[config.mk]
export PLATFORM = sky130hd
export DESIGN_NAME = rct_reset_ctrl
export DESIGN_NICKNAME = d
export VERILOG_FILES = /design/src/inc/rct_pkg.sv /design/src/verilog/rct_reset_ctrl.sv
export SDC_FILE = /design/constraint.sdc
export NUM_CORES = 1
export LEC_CHECK = 0
export BUFFER_PORTS_ARGS = -buffer_cell sky130_fd_sc_hd__buf_2
export CORE_ASPECT_RATIO = 2
export CORE_MARGIN = 4
export CORE_UTILIZATION = 25
export DETAILED_ROUTE_END_ITERATION = 8
export PLACE_DENSITY_LB_ADDON = 0.1
export SLEW_MARGIN = 20
export SYNTH_ARGS = -nofsm -noshare
export SYNTH_HDL_FRONTEND = slang
export SYNTH_SLANG_ARGS = --single-unit
[constraint.sdc]
create_clock -name clk_sys -period 3.7 [get_ports clk_sys]
set_input_delay 0.555 -clock clk_sys [delete_from_list [all_inputs] [get_ports clk_sys]]
set_output_delay 0.555 -clock clk_sys [all_outputs]
set_load 0.05 [all_outputs]
[src/inc/rct_pkg.sv]
// Constants and types for the reset controller and pin chain test.
// Assumes a 100 MHz system clock and a 5-bit I/O offset from the core decoder.
package rct_pkg;

    // ------------------------------------------------------------------
    // Timing
    // ------------------------------------------------------------------
    localparam int CLK_PERIOD_NS   = 10;
    localparam int RST_MIN_PULSE_NS = 300;
    localparam int RST_MIN_CYC     = (RST_MIN_PULSE_NS + CLK_PERIOD_NS - 1) / CLK_PERIOD_NS;
    localparam int CNT_W           = 8;

    // ------------------------------------------------------------------
    // Chain
    // ------------------------------------------------------------------
    localparam int CHAIN_LEN       = 51;

    // ------------------------------------------------------------------
    // I/O offsets
    // ------------------------------------------------------------------
    localparam logic [4:0] OFS_DATA_PORT   = 5'h10;
    localparam logic [4:0] OFS_ADDR_WORD   = 5'h12;
    localparam logic [4:0] OFS_ADDR_DWORD  = 5'h14;
    localparam logic [4:0] OFS_RESET_WORD  = 5'h14;
    localparam logic [4:0] OFS_RESET_DWORD = 5'h18;

    // ------------------------------------------------------------------
    // Fields
    // ------------------------------------------------------------------
    localparam int         ADDR_W          = 8;
    localparam logic [7:0] ADDR_RESET_VAL  = 8'h00;
    localparam logic [7:0] CSR0_INDEX      = 8'h00;
    localparam int         BIT_INIT        = 0;
    localparam int         BIT_START       = 1;
    localparam int         BIT_HALT        = 2;
    localparam int         BIT_DWORD_IO    = 7;

    // ------------------------------------------------------------------
    // Types
    // ------------------------------------------------------------------
    typedef enum logic [1:0] {
        HW_IDLE  = 2'b00,
        HW_COUNT = 2'b01,
        HW_HELD  = 2'b11,
        HW_LOAD  = 2'b10
    } rct_hw_state_t;

    // One-cycle reset-kind pulses toward each register group
    typedef struct packed {
        logic csr_hw;
        logic csr_sw;
        logic csr_halt;
        logic por_extra;
        logic bcr_clear;
        logic pcicfg_clear;
        logic seq_reset;
    } rct_rst_ind_t;

    // Host access from the core address decoder
    typedef struct packed {
        logic        valid;
        logic        write;
        logic        dword;
        logic [4:0]  offset;
        logic [31:0] wdata;
    } rct_io_req_t;

endpackage : rct_pkg

[src/verilog/rct_reset_ctrl.sv]
// Reset kind sequencing, register address/data port handling and pin chain test.
// Assumes the core decoder presents one I/O access per cycle already in clk_sys.
`timescale 1ns/1ns

module rct_reset_ctrl (
    // Clock and reset
    input  wire logic                 clk_sys,
    input  wire logic                 sys_rst,
    // Pins
    input  wire logic                 reset_pin_n,
    input  wire logic                 power_good_input,
    input  wire logic [49:0]          chain_pin_in,
    // Interrupt pin, bus pin direction and chain test mode
    output logic                      inta_o,
    output logic                      inta_oe_n,
    output logic                      bus_pins_input_only,
    output logic                      chain_test_mode,
    // Host I/O access
    input  rct_pkg::rct_io_req_t      io_req,
    output logic [31:0]               io_rdata,
    output logic                      io_rvalid,
    // Core interrupt and bus master status
    input  wire logic                 core_inta_n,
    input  wire logic                 bus_req_active,
    input  wire logic                 master_xfer_pending,
    // Reset outputs
    output rct_pkg::rct_rst_ind_t     rst_ind,
    output logic                      hw_reset_hold,
    output logic                      bus_req_withdraw,
    output logic                      eeprom_load_start,
    output logic                      dword_io_mode_bit,
    output logic [rct_pkg::ADDR_W-1:0] register_address_port,
    output logic                      halt_bit
);

    // ------------------------------------------------------------------
    // Pin synchronisers
    // ------------------------------------------------------------------
    logic [rct_pkg::CHAIN_LEN-1:0] pin_meta_ff;
    logic [rct_pkg::CHAIN_LEN-1:0] pin_sync_ff;
    logic                          pg_meta_ff;
    logic                          pg_sync_ff;

    always_ff @(posedge clk_sys) begin
        pin_meta_ff <= {chain_pin_in, reset_pin_n};
        pin_sync_ff <= pin_meta_ff;
        pg_meta_ff  <= power_good_input;
        pg_sync_ff  <= pg_meta_ff;
    end
    logic rst_pin_low;
    assign rst_pin_low = ~pin_sync_ff[0];

    // ------------------------------------------------------------------
    // Pin chain
    // ------------------------------------------------------------------
    // Each stage flips the running value on a low input, so the output
    // toggles with every added low and any stuck pin shows up.
    wire  [rct_pkg::CHAIN_LEN-1:0] chain_node;
    assign chain_node[0] = ~pin_sync_ff[0];
    genvar gi;
    generate
        for (gi = 1; gi < rct_pkg::CHAIN_LEN; gi++) begin : g_chain
            assign chain_node[gi] = chain_node[gi-1] ^ ~pin_sync_ff[gi];
        end
    endgenerate
    logic test_mode;
    assign test_mode = rst_pin_low & pg_sync_ff;
    logic inta_ff;
    logic nxt_inta;
    logic oe_n_ff;
    logic nxt_oe_n;
    logic inputs_only_ff;
    logic nxt_inputs_only;

    always_comb begin
        nxt_inputs_only = rst_pin_low;
        if (test_mode) begin
            nxt_inta = chain_node[rct_pkg::CHAIN_LEN-1];
            nxt_oe_n = 1'b0;
        end else begin
            nxt_inta = 1'b0;
            nxt_oe_n = core_inta_n;
        end
    end

    always_ff @(posedge clk_sys) begin
        if (sys_rst) begin
            inta_ff        <= 1'b0;
            oe_n_ff        <= 1'b1;
            inputs_only_ff <= 1'b1;
        end else begin
            inta_ff        <= nxt_inta;
            oe_n_ff        <= nxt_oe_n;
            inputs_only_ff <= nxt_inputs_only;
        end
    end

    assign inta_o              = inta_ff;
    assign inta_oe_n           = oe_n_ff;
    assign bus_pins_input_only = inputs_only_ff;
    assign chain_test_mode     = test_mode;

    // ------------------------------------------------------------------
    // Hardware reset and power-up sequencing
    // ------------------------------------------------------------------
    rct_pkg::rct_hw_state_t     hw_state_ff;
    rct_pkg::rct_hw_state_t     nxt_hw_state;
    logic [rct_pkg::CNT_W-1:0]  width_cnt_ff;
    logic [rct_pkg::CNT_W-1:0]  nxt_width_cnt;
    logic                       por_pending_ff;
    logic                       nxt_por_pending;
    logic                       hw_pulse;
    logic                       por_pulse;
    logic                       load_pulse;
    localparam logic [rct_pkg::CNT_W-1:0] MIN_CNT = rct_pkg::CNT_W'(rct_pkg::RST_MIN_CYC - 1);
    always_comb begin
        nxt_hw_state    = hw_state_ff;
        nxt_width_cnt   = width_cnt_ff;
        nxt_por_pending = por_pending_ff;
        hw_pulse        = 1'b0;
        por_pulse       = 1'b0;
        load_pulse      = 1'b0;
        case (hw_state_ff)
            rct_pkg::HW_IDLE: begin
                nxt_width_cnt = '0;
                if (por_pending_ff) begin
                    hw_pulse        = 1'b1;
                    por_pulse       = 1'b1;
                    nxt_por_pending = 1'b0;
                    nxt_hw_state    = rct_pkg::HW_LOAD;
                end else if (test_mode) begin
                    nxt_hw_state = rct_pkg::HW_COUNT;
                end
            end
            rct_pkg::HW_COUNT: begin
                if (!test_mode) begin
                    nxt_hw_state = rct_pkg::HW_IDLE;
                end else if (width_cnt_ff == MIN_CNT) begin
                    nxt_hw_state = rct_pkg::HW_HELD;
                end else begin
                    nxt_width_cnt = width_cnt_ff + 1'b1;
                end
            end
            rct_pkg::HW_HELD: begin
                if (!rst_pin_low) begin
                    hw_pulse     = 1'b1;
                    nxt_hw_state = rct_pkg::HW_LOAD;
                end
            end
            rct_pkg::HW_LOAD: begin
                load_pulse   = 1'b1;
                nxt_hw_state = rct_pkg::HW_IDLE;
            end
            default: begin
                nxt_hw_state = rct_pkg::HW_IDLE;
            end
        endcase
    end

    always_ff @(posedge clk_sys) begin
        if (sys_rst) begin
            hw_state_ff    <= rct_pkg::HW_IDLE;
            width_cnt_ff   <= '0;
            por_pending_ff <= 1'b1;
        end else begin
            hw_state_ff    <= nxt_hw_state;
            width_cnt_ff   <= nxt_width_cnt;
            por_pending_ff <= nxt_por_pending;
        end
    end

    // ------------------------------------------------------------------
    // Host port decode
    // ------------------------------------------------------------------
    logic        dword_ff;
    logic        nxt_dword;
    logic [7:0]  addr_ff;
    logic [7:0]  nxt_addr;
    logic        halt_ff;
    logic        nxt_halt;
    logic        halt_wait_ff;
    logic        nxt_halt_wait;
    logic [31:0] rdata_ff;
    logic [31:0] nxt_rdata;
    logic        rvalid_ff;
    logic        nxt_rvalid;
    logic        sw_pulse;
    logic        halt_pulse;
    logic [4:0]  ofs_addr;
    logic [4:0]  ofs_reset;
    logic        rd;
    logic        wr;
    logic        csr0_sel;

    assign ofs_addr  = dword_ff ? rct_pkg::OFS_ADDR_DWORD : rct_pkg::OFS_ADDR_WORD;
    assign ofs_reset = dword_ff ? rct_pkg::OFS_RESET_DWORD : rct_pkg::OFS_RESET_WORD;
    assign rd        = io_req.valid & ~io_req.write;
    assign wr        = io_req.valid & io_req.write;
    assign csr0_sel  = (addr_ff == rct_pkg::CSR0_INDEX);

    always_comb begin
        nxt_dword     = dword_ff;
        nxt_addr      = addr_ff;
        nxt_halt      = halt_ff;
        nxt_halt_wait = halt_wait_ff;
        nxt_rdata     = rdata_ff;
        nxt_rvalid    = rd;
        sw_pulse      = 1'b0;
        halt_pulse    = 1'b0;
        if (rd) begin
            nxt_rdata = '0;
            if (io_req.offset == ofs_reset) begin
                sw_pulse = 1'b1;
            end else if (io_req.offset == ofs_addr) begin
                nxt_rdata[rct_pkg::ADDR_W-1:0] = addr_ff;
            end else if (io_req.offset == rct_pkg::OFS_DATA_PORT && csr0_sel) begin
                nxt_rdata[rct_pkg::BIT_HALT] = halt_ff;
            end
        end
        if (wr) begin
            // Reset port writes fall through with no effect
            if (io_req.offset == rct_pkg::OFS_DATA_PORT) begin
                if (io_req.dword) begin
                    nxt_dword = 1'b1;
                end
                if (csr0_sel) begin
                    if (io_req.wdata[rct_pkg::BIT_HALT] && !halt_ff) begin
                        nxt_halt      = 1'b1;
                        nxt_halt_wait = 1'b1;
                    end else if (!io_req.wdata[rct_pkg::BIT_HALT] &&
                                 (io_req.wdata[rct_pkg::BIT_INIT] ||
                                  io_req.wdata[rct_pkg::BIT_START])) begin
                        nxt_halt = 1'b0;
                    end
                end
            end else if (io_req.offset == ofs_addr) begin
                nxt_addr = io_req.wdata[rct_pkg::ADDR_W-1:0];
            end
        end
        // Pending master work finishes before the halt takes effect
        if (halt_wait_ff && !bus_req_active && !master_xfer_pending) begin
            halt_pulse    = 1'b1;
            nxt_halt_wait = 1'b0;
        end
        if (sw_pulse) begin
            nxt_addr      = rct_pkg::ADDR_RESET_VAL;
            nxt_halt_wait = 1'b0;
        end
        if (hw_pulse) begin
            nxt_addr      = rct_pkg::ADDR_RESET_VAL;
            nxt_dword     = 1'b0;
            nxt_halt      = 1'b0;
            nxt_halt_wait = 1'b0;
        end
    end

    always_ff @(posedge clk_sys) begin
        if (sys_rst) begin
            dword_ff     <= 1'b0;
            addr_ff      <= rct_pkg::ADDR_RESET_VAL;
            halt_ff      <= 1'b0;
            halt_wait_ff <= 1'b0;
            rdata_ff     <= '0;
            rvalid_ff    <= 1'b0;
        end else begin
            dword_ff     <= nxt_dword;
            addr_ff      <= nxt_addr;
            halt_ff      <= nxt_halt;
            halt_wait_ff <= nxt_halt_wait;
            rdata_ff     <= nxt_rdata;
            rvalid_ff    <= nxt_rvalid;
        end
    end

    // ------------------------------------------------------------------
    // Reset-kind distribution
    // ------------------------------------------------------------------
    rct_pkg::rct_rst_ind_t ind_ff;
    rct_pkg::rct_rst_ind_t nxt_ind;
    logic                  withdraw_ff;
    logic                  load_ff;

    always_comb begin
        nxt_ind              = '0;
        nxt_ind.csr_hw       = hw_pulse;
        nxt_ind.por_extra    = por_pulse;
        nxt_ind.bcr_clear    = hw_pulse;
        nxt_ind.pcicfg_clear = hw_pulse;
        nxt_ind.csr_sw       = sw_pulse & ~hw_pulse;
        nxt_ind.csr_halt     = halt_pulse & ~hw_pulse & ~sw_pulse;
        nxt_ind.seq_reset    = hw_pulse | sw_pulse | halt_pulse;
    end

    always_ff @(posedge clk_sys) begin
        if (sys_rst) begin
            ind_ff      <= '0;
            withdraw_ff <= 1'b0;
            load_ff     <= 1'b0;
        end else begin
            ind_ff      <= nxt_ind;
            withdraw_ff <= sw_pulse;
            load_ff     <= load_pulse;
        end
    end

    assign rst_ind               = ind_ff;
    assign bus_req_withdraw      = withdraw_ff;
    assign eeprom_load_start     = load_ff;
    assign hw_reset_hold         = (hw_state_ff == rct_pkg::HW_HELD);
    assign dword_io_mode_bit     = dword_ff;
    assign register_address_port = addr_ff;
    assign halt_bit              = halt_ff;
    assign io_rdata              = rdata_ff;
    assign io_rvalid             = rvalid_ff;

endmodule : rct_reset_ctrl
Yosys cells after proc, flatten, opt, wreduce, memory -nomap -nowiden

Cells that the tools add are included.

Memories: 0
Memory bits (writable): 0
Output and inout port bits: 57
Register bits: 145
Latch bits: 0
ROM bits: 0
Word-level logic and storage cells: 202
Input port bits: 97

Muxes and demuxes: 26
Shifts and indexed selects: 0
$add $sub $neg: 1
Div/mod/pow operators: 0
$lt $le $gt $ge: 0
Eq/ne operators: 12
Bitwise operators: 115
Reductions and logical operators: 25
$mul: 0

Operators with widths:

| operator                                                               | count |
|---|---|
| 1-bit inverter                                                         | 57 |
| 1-bit XOR                                                              | 50 |
| 8-bit two-way mux                                                      | 3 |
| 8-bit one-hot mux with 2 select lines                                  | 1 |
| 2-bit two-way mux                                                      | 6 |
| 3-bit AND reduction                                                    | 4 |
| 1-bit two-way mux                                                      | 11 |
| 5-bit equality test                                                    | 2 |
| 8-bit by 1-bit adder with 8-bit output (second input constant)         | 1 |
| 8-bit by 5-bit equality test with 1-bit output (second input constant) | 1 |
| 8-bit logical NOT                                                      | 1 |
| 2-bit one-hot mux with 4 select lines                                  | 1 |
| 4-bit AND reduction                                                    | 2 |
| 1-bit bitwise AND                                                      | 6 |
| 3-bit inequality test (second input constant)                          | 2 |
| 2-bit OR reduction                                                     | 3 |
| 5-bit equality test (second input constant)                            | 1 |
| 1-bit logical AND                                                      | 5 |
| 5-bit two-way mux                                                      | 1 |
| 2-bit equality test (second input constant)                            | 2 |
| 1-bit logical NOT                                                      | 4 |
| 4-bit two-way mux                                                      | 1 |
| 2-bit inequality test (second input constant)                          | 2 |
| 2-bit nonzero test                                                     | 2 |
| other kinds (9)                                                        | 10 |

Longest topological paths before layout

Depth after elaboration: 51
Mapped depth: 8
Mapped depth without buffers: 8

Worst setup path after synthesis

Ideal clock, no wire load.

Path kind: reg2reg
Start: reg dword_ff (netlist: dword_io_mode_bit)
End: reg addr_ff[3] (netlist: register_address_port[3])
Path buffers: 0
Data arrival time: 1.804 ns
Setup slack: 1.759 ns
Required time: 3.563 ns
Clock period less this slack: 1.941 ns
Stages on the path, launching flop included: 6
Setup time: 0.137 ns
Path through: dfxtp_1 > a21oi_1 > nor4b_4 > nand4_4 > mux2i_1 > nor2_1

Cells in the longest elaborated chain, start to end: 5
Elaborated cells between the ends (all ways): 8
Classes of those cells: eq/ne: 2; mux: 4; reduce/logical: 2

Ends and longest elaborated chain:

| element                             | line                  | text |
|---|---|---|
| start, declared                     | rct_reset_ctrl.sv:175 | `logic dword_ff;` |
| start signal, assigned              | rct_reset_ctrl.sv:266 | `dword_ff <= nxt_dword;` |
| 4-bit two-way mux                   | rct_reset_ctrl.sv:196 | `assign ofs_reset = dword_ff ? rct_pkg::OFS_RESET_DWORD : rct_pkg::OFS_RESET_WORD;` |
| 5-bit equality test                 | rct_reset_ctrl.sv:212 | `if (io_req.offset == ofs_reset) begin` |
| 1-bit two-way mux                   | rct_reset_ctrl.sv:212 |  |
| 1-bit two-way mux                   | rct_reset_ctrl.sv:210 | `if (rd) begin` |
| 3-bit OR reduction (no source line) | -                     |  |
| end signal, assigned                | rct_reset_ctrl.sv:260 | `addr_ff <= rct_pkg::ADDR_RESET_VAL;` |
| end signal, assigned                | rct_reset_ctrl.sv:267 | `addr_ff <= nxt_addr;` |
| end, declared                       | rct_reset_ctrl.sv:177 | `logic [7:0] addr_ff;` |

Several ways; a longest one is shown, not always the timed one.
A chain may end at the register's enable or synchronous reset.

Worst setup path in the final report

Start: reg pin_sync_ff[0] (netlist name)
End: out chain_test_mode

Cells in the longest elaborated chain, start to end: 2

Ends and longest elaborated chain:

| element                | line                 | text |
|---|---|---|
| start, declared        | rct_reset_ctrl.sv:40 | `logic [rct_pkg::CHAIN_LEN-1:0] pin_sync_ff;` |
| start signal, assigned | rct_reset_ctrl.sv:46 | `pin_sync_ff <= pin_meta_ff;` |
| 1-bit inverter         | rct_reset_ctrl.sv:51 | `assign rst_pin_low = ~pin_sync_ff[0];` |
| 1-bit bitwise AND      | rct_reset_ctrl.sv:67 | `assign test_mode = rst_pin_low & pg_sync_ff;` |
| end, declared          | rct_reset_ctrl.sv:17 | `output logic chain_test_mode,` |

No other way between the ends.

==> impl_metrics.py <==
metrics = {
    "outcome": {
        "status": "finished, final reports clean",
    },
    "route": {
        "drtIter0Drc": 72,
        "firstDrtPassIters": 4,
        "drc_errors": 0,
        "wl_per_cell_um": 12.9,
        "finalWirelength_mm": 9.18,
        "vias": 2751,
        "final_antenna_net_count": 0,
        "viasPerCell": 3.87,
    },
    "power_and_ir_drop": {
        "pwr-share-comb_pct": 15.3,
        "internal_power_w": 0.00300,
        "p_per_area_nw_per_um2": 715,
        "p_sw_w": 0.00110,
        "p_leak_nw": 2.57,
        "clkPwrFrac_pct": 43.4,
        "power_frac_seq_pct": 41.3,
        "ir_worst_vdd_mv": 0.359,
        "sw_frac_of_total_pct": 26.7,
    },
    "sta": {
        "rsz0062_at_grt": "false",
        "hold_viol": 0,
        "finalSetupTns_ns": 0,
        "worst_slew_pin_slew_ns": 0.749,
        "slew_headroom_pct": 49.7,
        "fin_skew_ns": 0.00811,
        "min_period_ns": 2.02,
        "setup_viol": 0,
        "max_freq_mhz": 495,
        "min_period_over_period_pct": 54.6,
        "drv_slew": 0,
    },
    "synth": {
        "synth_edf_count": 0,
        "ys_ff_latch": 145,
        "synthArstFlopShare_pct": 0,
        "syn_area_um2": 4450,
        "synth.most_common_cell": "dfxtp_1",
        "synth_common_cells": "dfxtp_1, xnor2_1, nor2_1, buf_4, nand2_1",
        "yosysUniqueCellTypes": 40,
        "synth_top_area_share_pct": 65.3,
        "synthCells": 370,
        "syn_area_per_cell_um2": 12.0,
        "synth_area_leader_cell": "dfxtp_1",
        "yosys-top-cells-area": "dfxtp_1, xnor2_1, buf_4",
        "synth_flop_cell": "dfxtp_1",
        "yosysWarnings": 0,
        "ys_seq_area_share_pct": 65.3,
    },
    "critical_path": {
        "worstSetupPathType": "flop to primary output",
        "critPathRequiredTime_ns": 3.14,
        "path_common_cell": "inv_1",
        "crit_buf_inv": 3,
        "max_stage_delay_ns": 0.45,
        "end_kind": "primary output",
        "crit_chain": "inv_1 -> nand2_1 -> inv_1 -> buf_2",
        "worstPathMaxFanout": 5,
        "crit_family": "flip-flops",
        "cpMaxStageDelayCell": "dfxtp_1",
        "cp-start-kind": "flop",
        "cp.arrival_ns": 1.47,
    },
    "die": {
        "die-width_um": 102,
        "ios": 154,
        "rows": 68,
        "dieArea_um2": 20100,
        "die_h_um": 197,
        "core_area_um2": 17400,
        "start_util_pct": 25.6,
    },
    "placed_design": {
        "numPortBuffers": 105,
        "gp_congestion": 0.753,
        "place_hpwl_mm": 6.96,
        "dpl.cell_count": 678,
    },
    "global_routing": {
        "antenna_found_initial": 0,
        "grt_max_degree": 25,
        "grt_pass1_wl_mm": 14.5,
        "grt_pass1_vias": 2921,
        "track_usage_pct": 9.70,
        "globalRoute.totalOverflow": 0,
    },
    "final_layout": {
        "syn2layout_area_growth_pct": 29.0,
        "final-instance-count-excl-fill": 710,
        "n_antenna_cell": 0,
        "final_layout_size_suffix_gt1_share_pct": 28.4,
        "fin_nets": 590,
    },
    "clock_tree": {
        "insertion_delay_ns": 0.42,
        "cts_root_buf": "clkbuf_16",
        "cts_hold_buf": 0,
        "cts_made_buffers": 17,
        "htreeDepth": 4,
        "cts.clk_slew.worst_paths_ns": 0.06,
        "postCtsSetupRepairBufs": 0,
        "clock-sinks": 145,
        "cts_buffer_depth": 2,
        "cts_tree": "done",
        "ctsResizeCount": 0,
    },
    "hold_path": {
        "min_path_type": "input port to flop",
    },
    "job": {
        "drv_cap": 0,
    },
}
-- through the flow --
step | utilization (%) | instance area [um2] | worst slack (ns) | power (W) | hold slack [ns]
floorplan | - | 4530 | 1.76 | 0.00224 | 0.310
finish | 33.0 | 5740 | 1.68 | 0.00410 | 0.235
global route | 33.0 | 5740 | 1.48 | 0.00428 | 0.211
CTS | 33.0 | 5740 | 1.63 | 0.00418 | 0.212
detailed placement | 29.4 | 5110 | 1.39 | 0.00237 | 0.312
global placement | 29.4 | 5110 | 1.43 | 0.00237 | 0.311
-- sequential cells by signal (all words and copies together) (netlist names) --
name                   count
por_pending_ff             1
bus_pins_input_only        1
width_cnt_ff               8
halt_wait_ff               1
bus_req_withdraw           1
pin_sync_ff               51
io_rdata                   8
dword_io_mode_bit          1
eeprom_load_start          1
rst_ind                    5
hw_state_ff                2
inta_oe_n                  1
pin_meta_ff               51
halt_bit                   1
io_rvalid                  1
inta_o                     1
pg_meta_ff                 1
pg_sync_ff                 1
register_address_port      8
-- power by group through the flow --
stage	clock [W]	sequential (W)	combinational, W
finish	0.00178	0.00169	0.000626
global route	0.00190	0.00171	0.000682
CTS	0.00184	0.00170	0.000644
detailed placement	0	0.00173	0.000641
global placement	0	0.00173	0.000640
floorplan	0	0.00180	0.000437
-- layer usage --
layer	global-route usage (%)	up-vias	routed length (um)
met3	3.33	12	494
met5	0	-	0
met2	18.0	81	5310
met4	5.94	0	263
met1	8.66	1265	3110
li1	-	1393	-
-- cell type report --
| type | count | area, um2 |
|---|---|---|
| clock inverters | 13 | 171 |
| clock buffers | 19 | 453 |
| inverters | 7 | 26.3 |
| repair buffers | 105 | 526 |
| multi-input cells | 211 | 1390 |
| fillers | 1815 | 11600 |
| flip-flops and latches | 145 | 2900 |
| well taps | 210 | 263 |
-- final timing paths --
kind,from,end,slack [ns],cells after the start
max,pin_sync_ff[0],chain_test_mode,1.68,4
min,chain_pin_in[23],pin_meta_ff[24],0.24,1
max reg2reg,dword_io_mode_bit,register_address_port[2],1.72,6
min reg2reg,pin_meta_ff[0],pin_sync_ff[0],0.32,0
-- cell usage in the layout (no fill, tap or decap), types with 6 or more instances in the layout --
cell,netlist,final
a21oi_1,15,15
buf_2,0,105
clkbuf_16,0,17
conb_1,1,24
dfxtp_1,145,145
ha_1,6,6
inv_1,7,7
mux2i_1,9,9
nand2_1,20,20
nand3_1,11,11
nor2_1,30,30
xnor2_1,41,41
xor2_1,11,11
-- cell families after synthesis --
kind of cell	share of synthesized area, %
XOR/XNOR	11.3
adder cells (fa/ha/maj)	1.69
flip-flops	65.3
other	0.0843
buffers and inverters	5.32
AO/OA/AOI/OAI	3.80
multiplexers	2.28
AND/OR/NAND/NOR	10.3
Note: power is estimated with default switching activity, not from simulation.
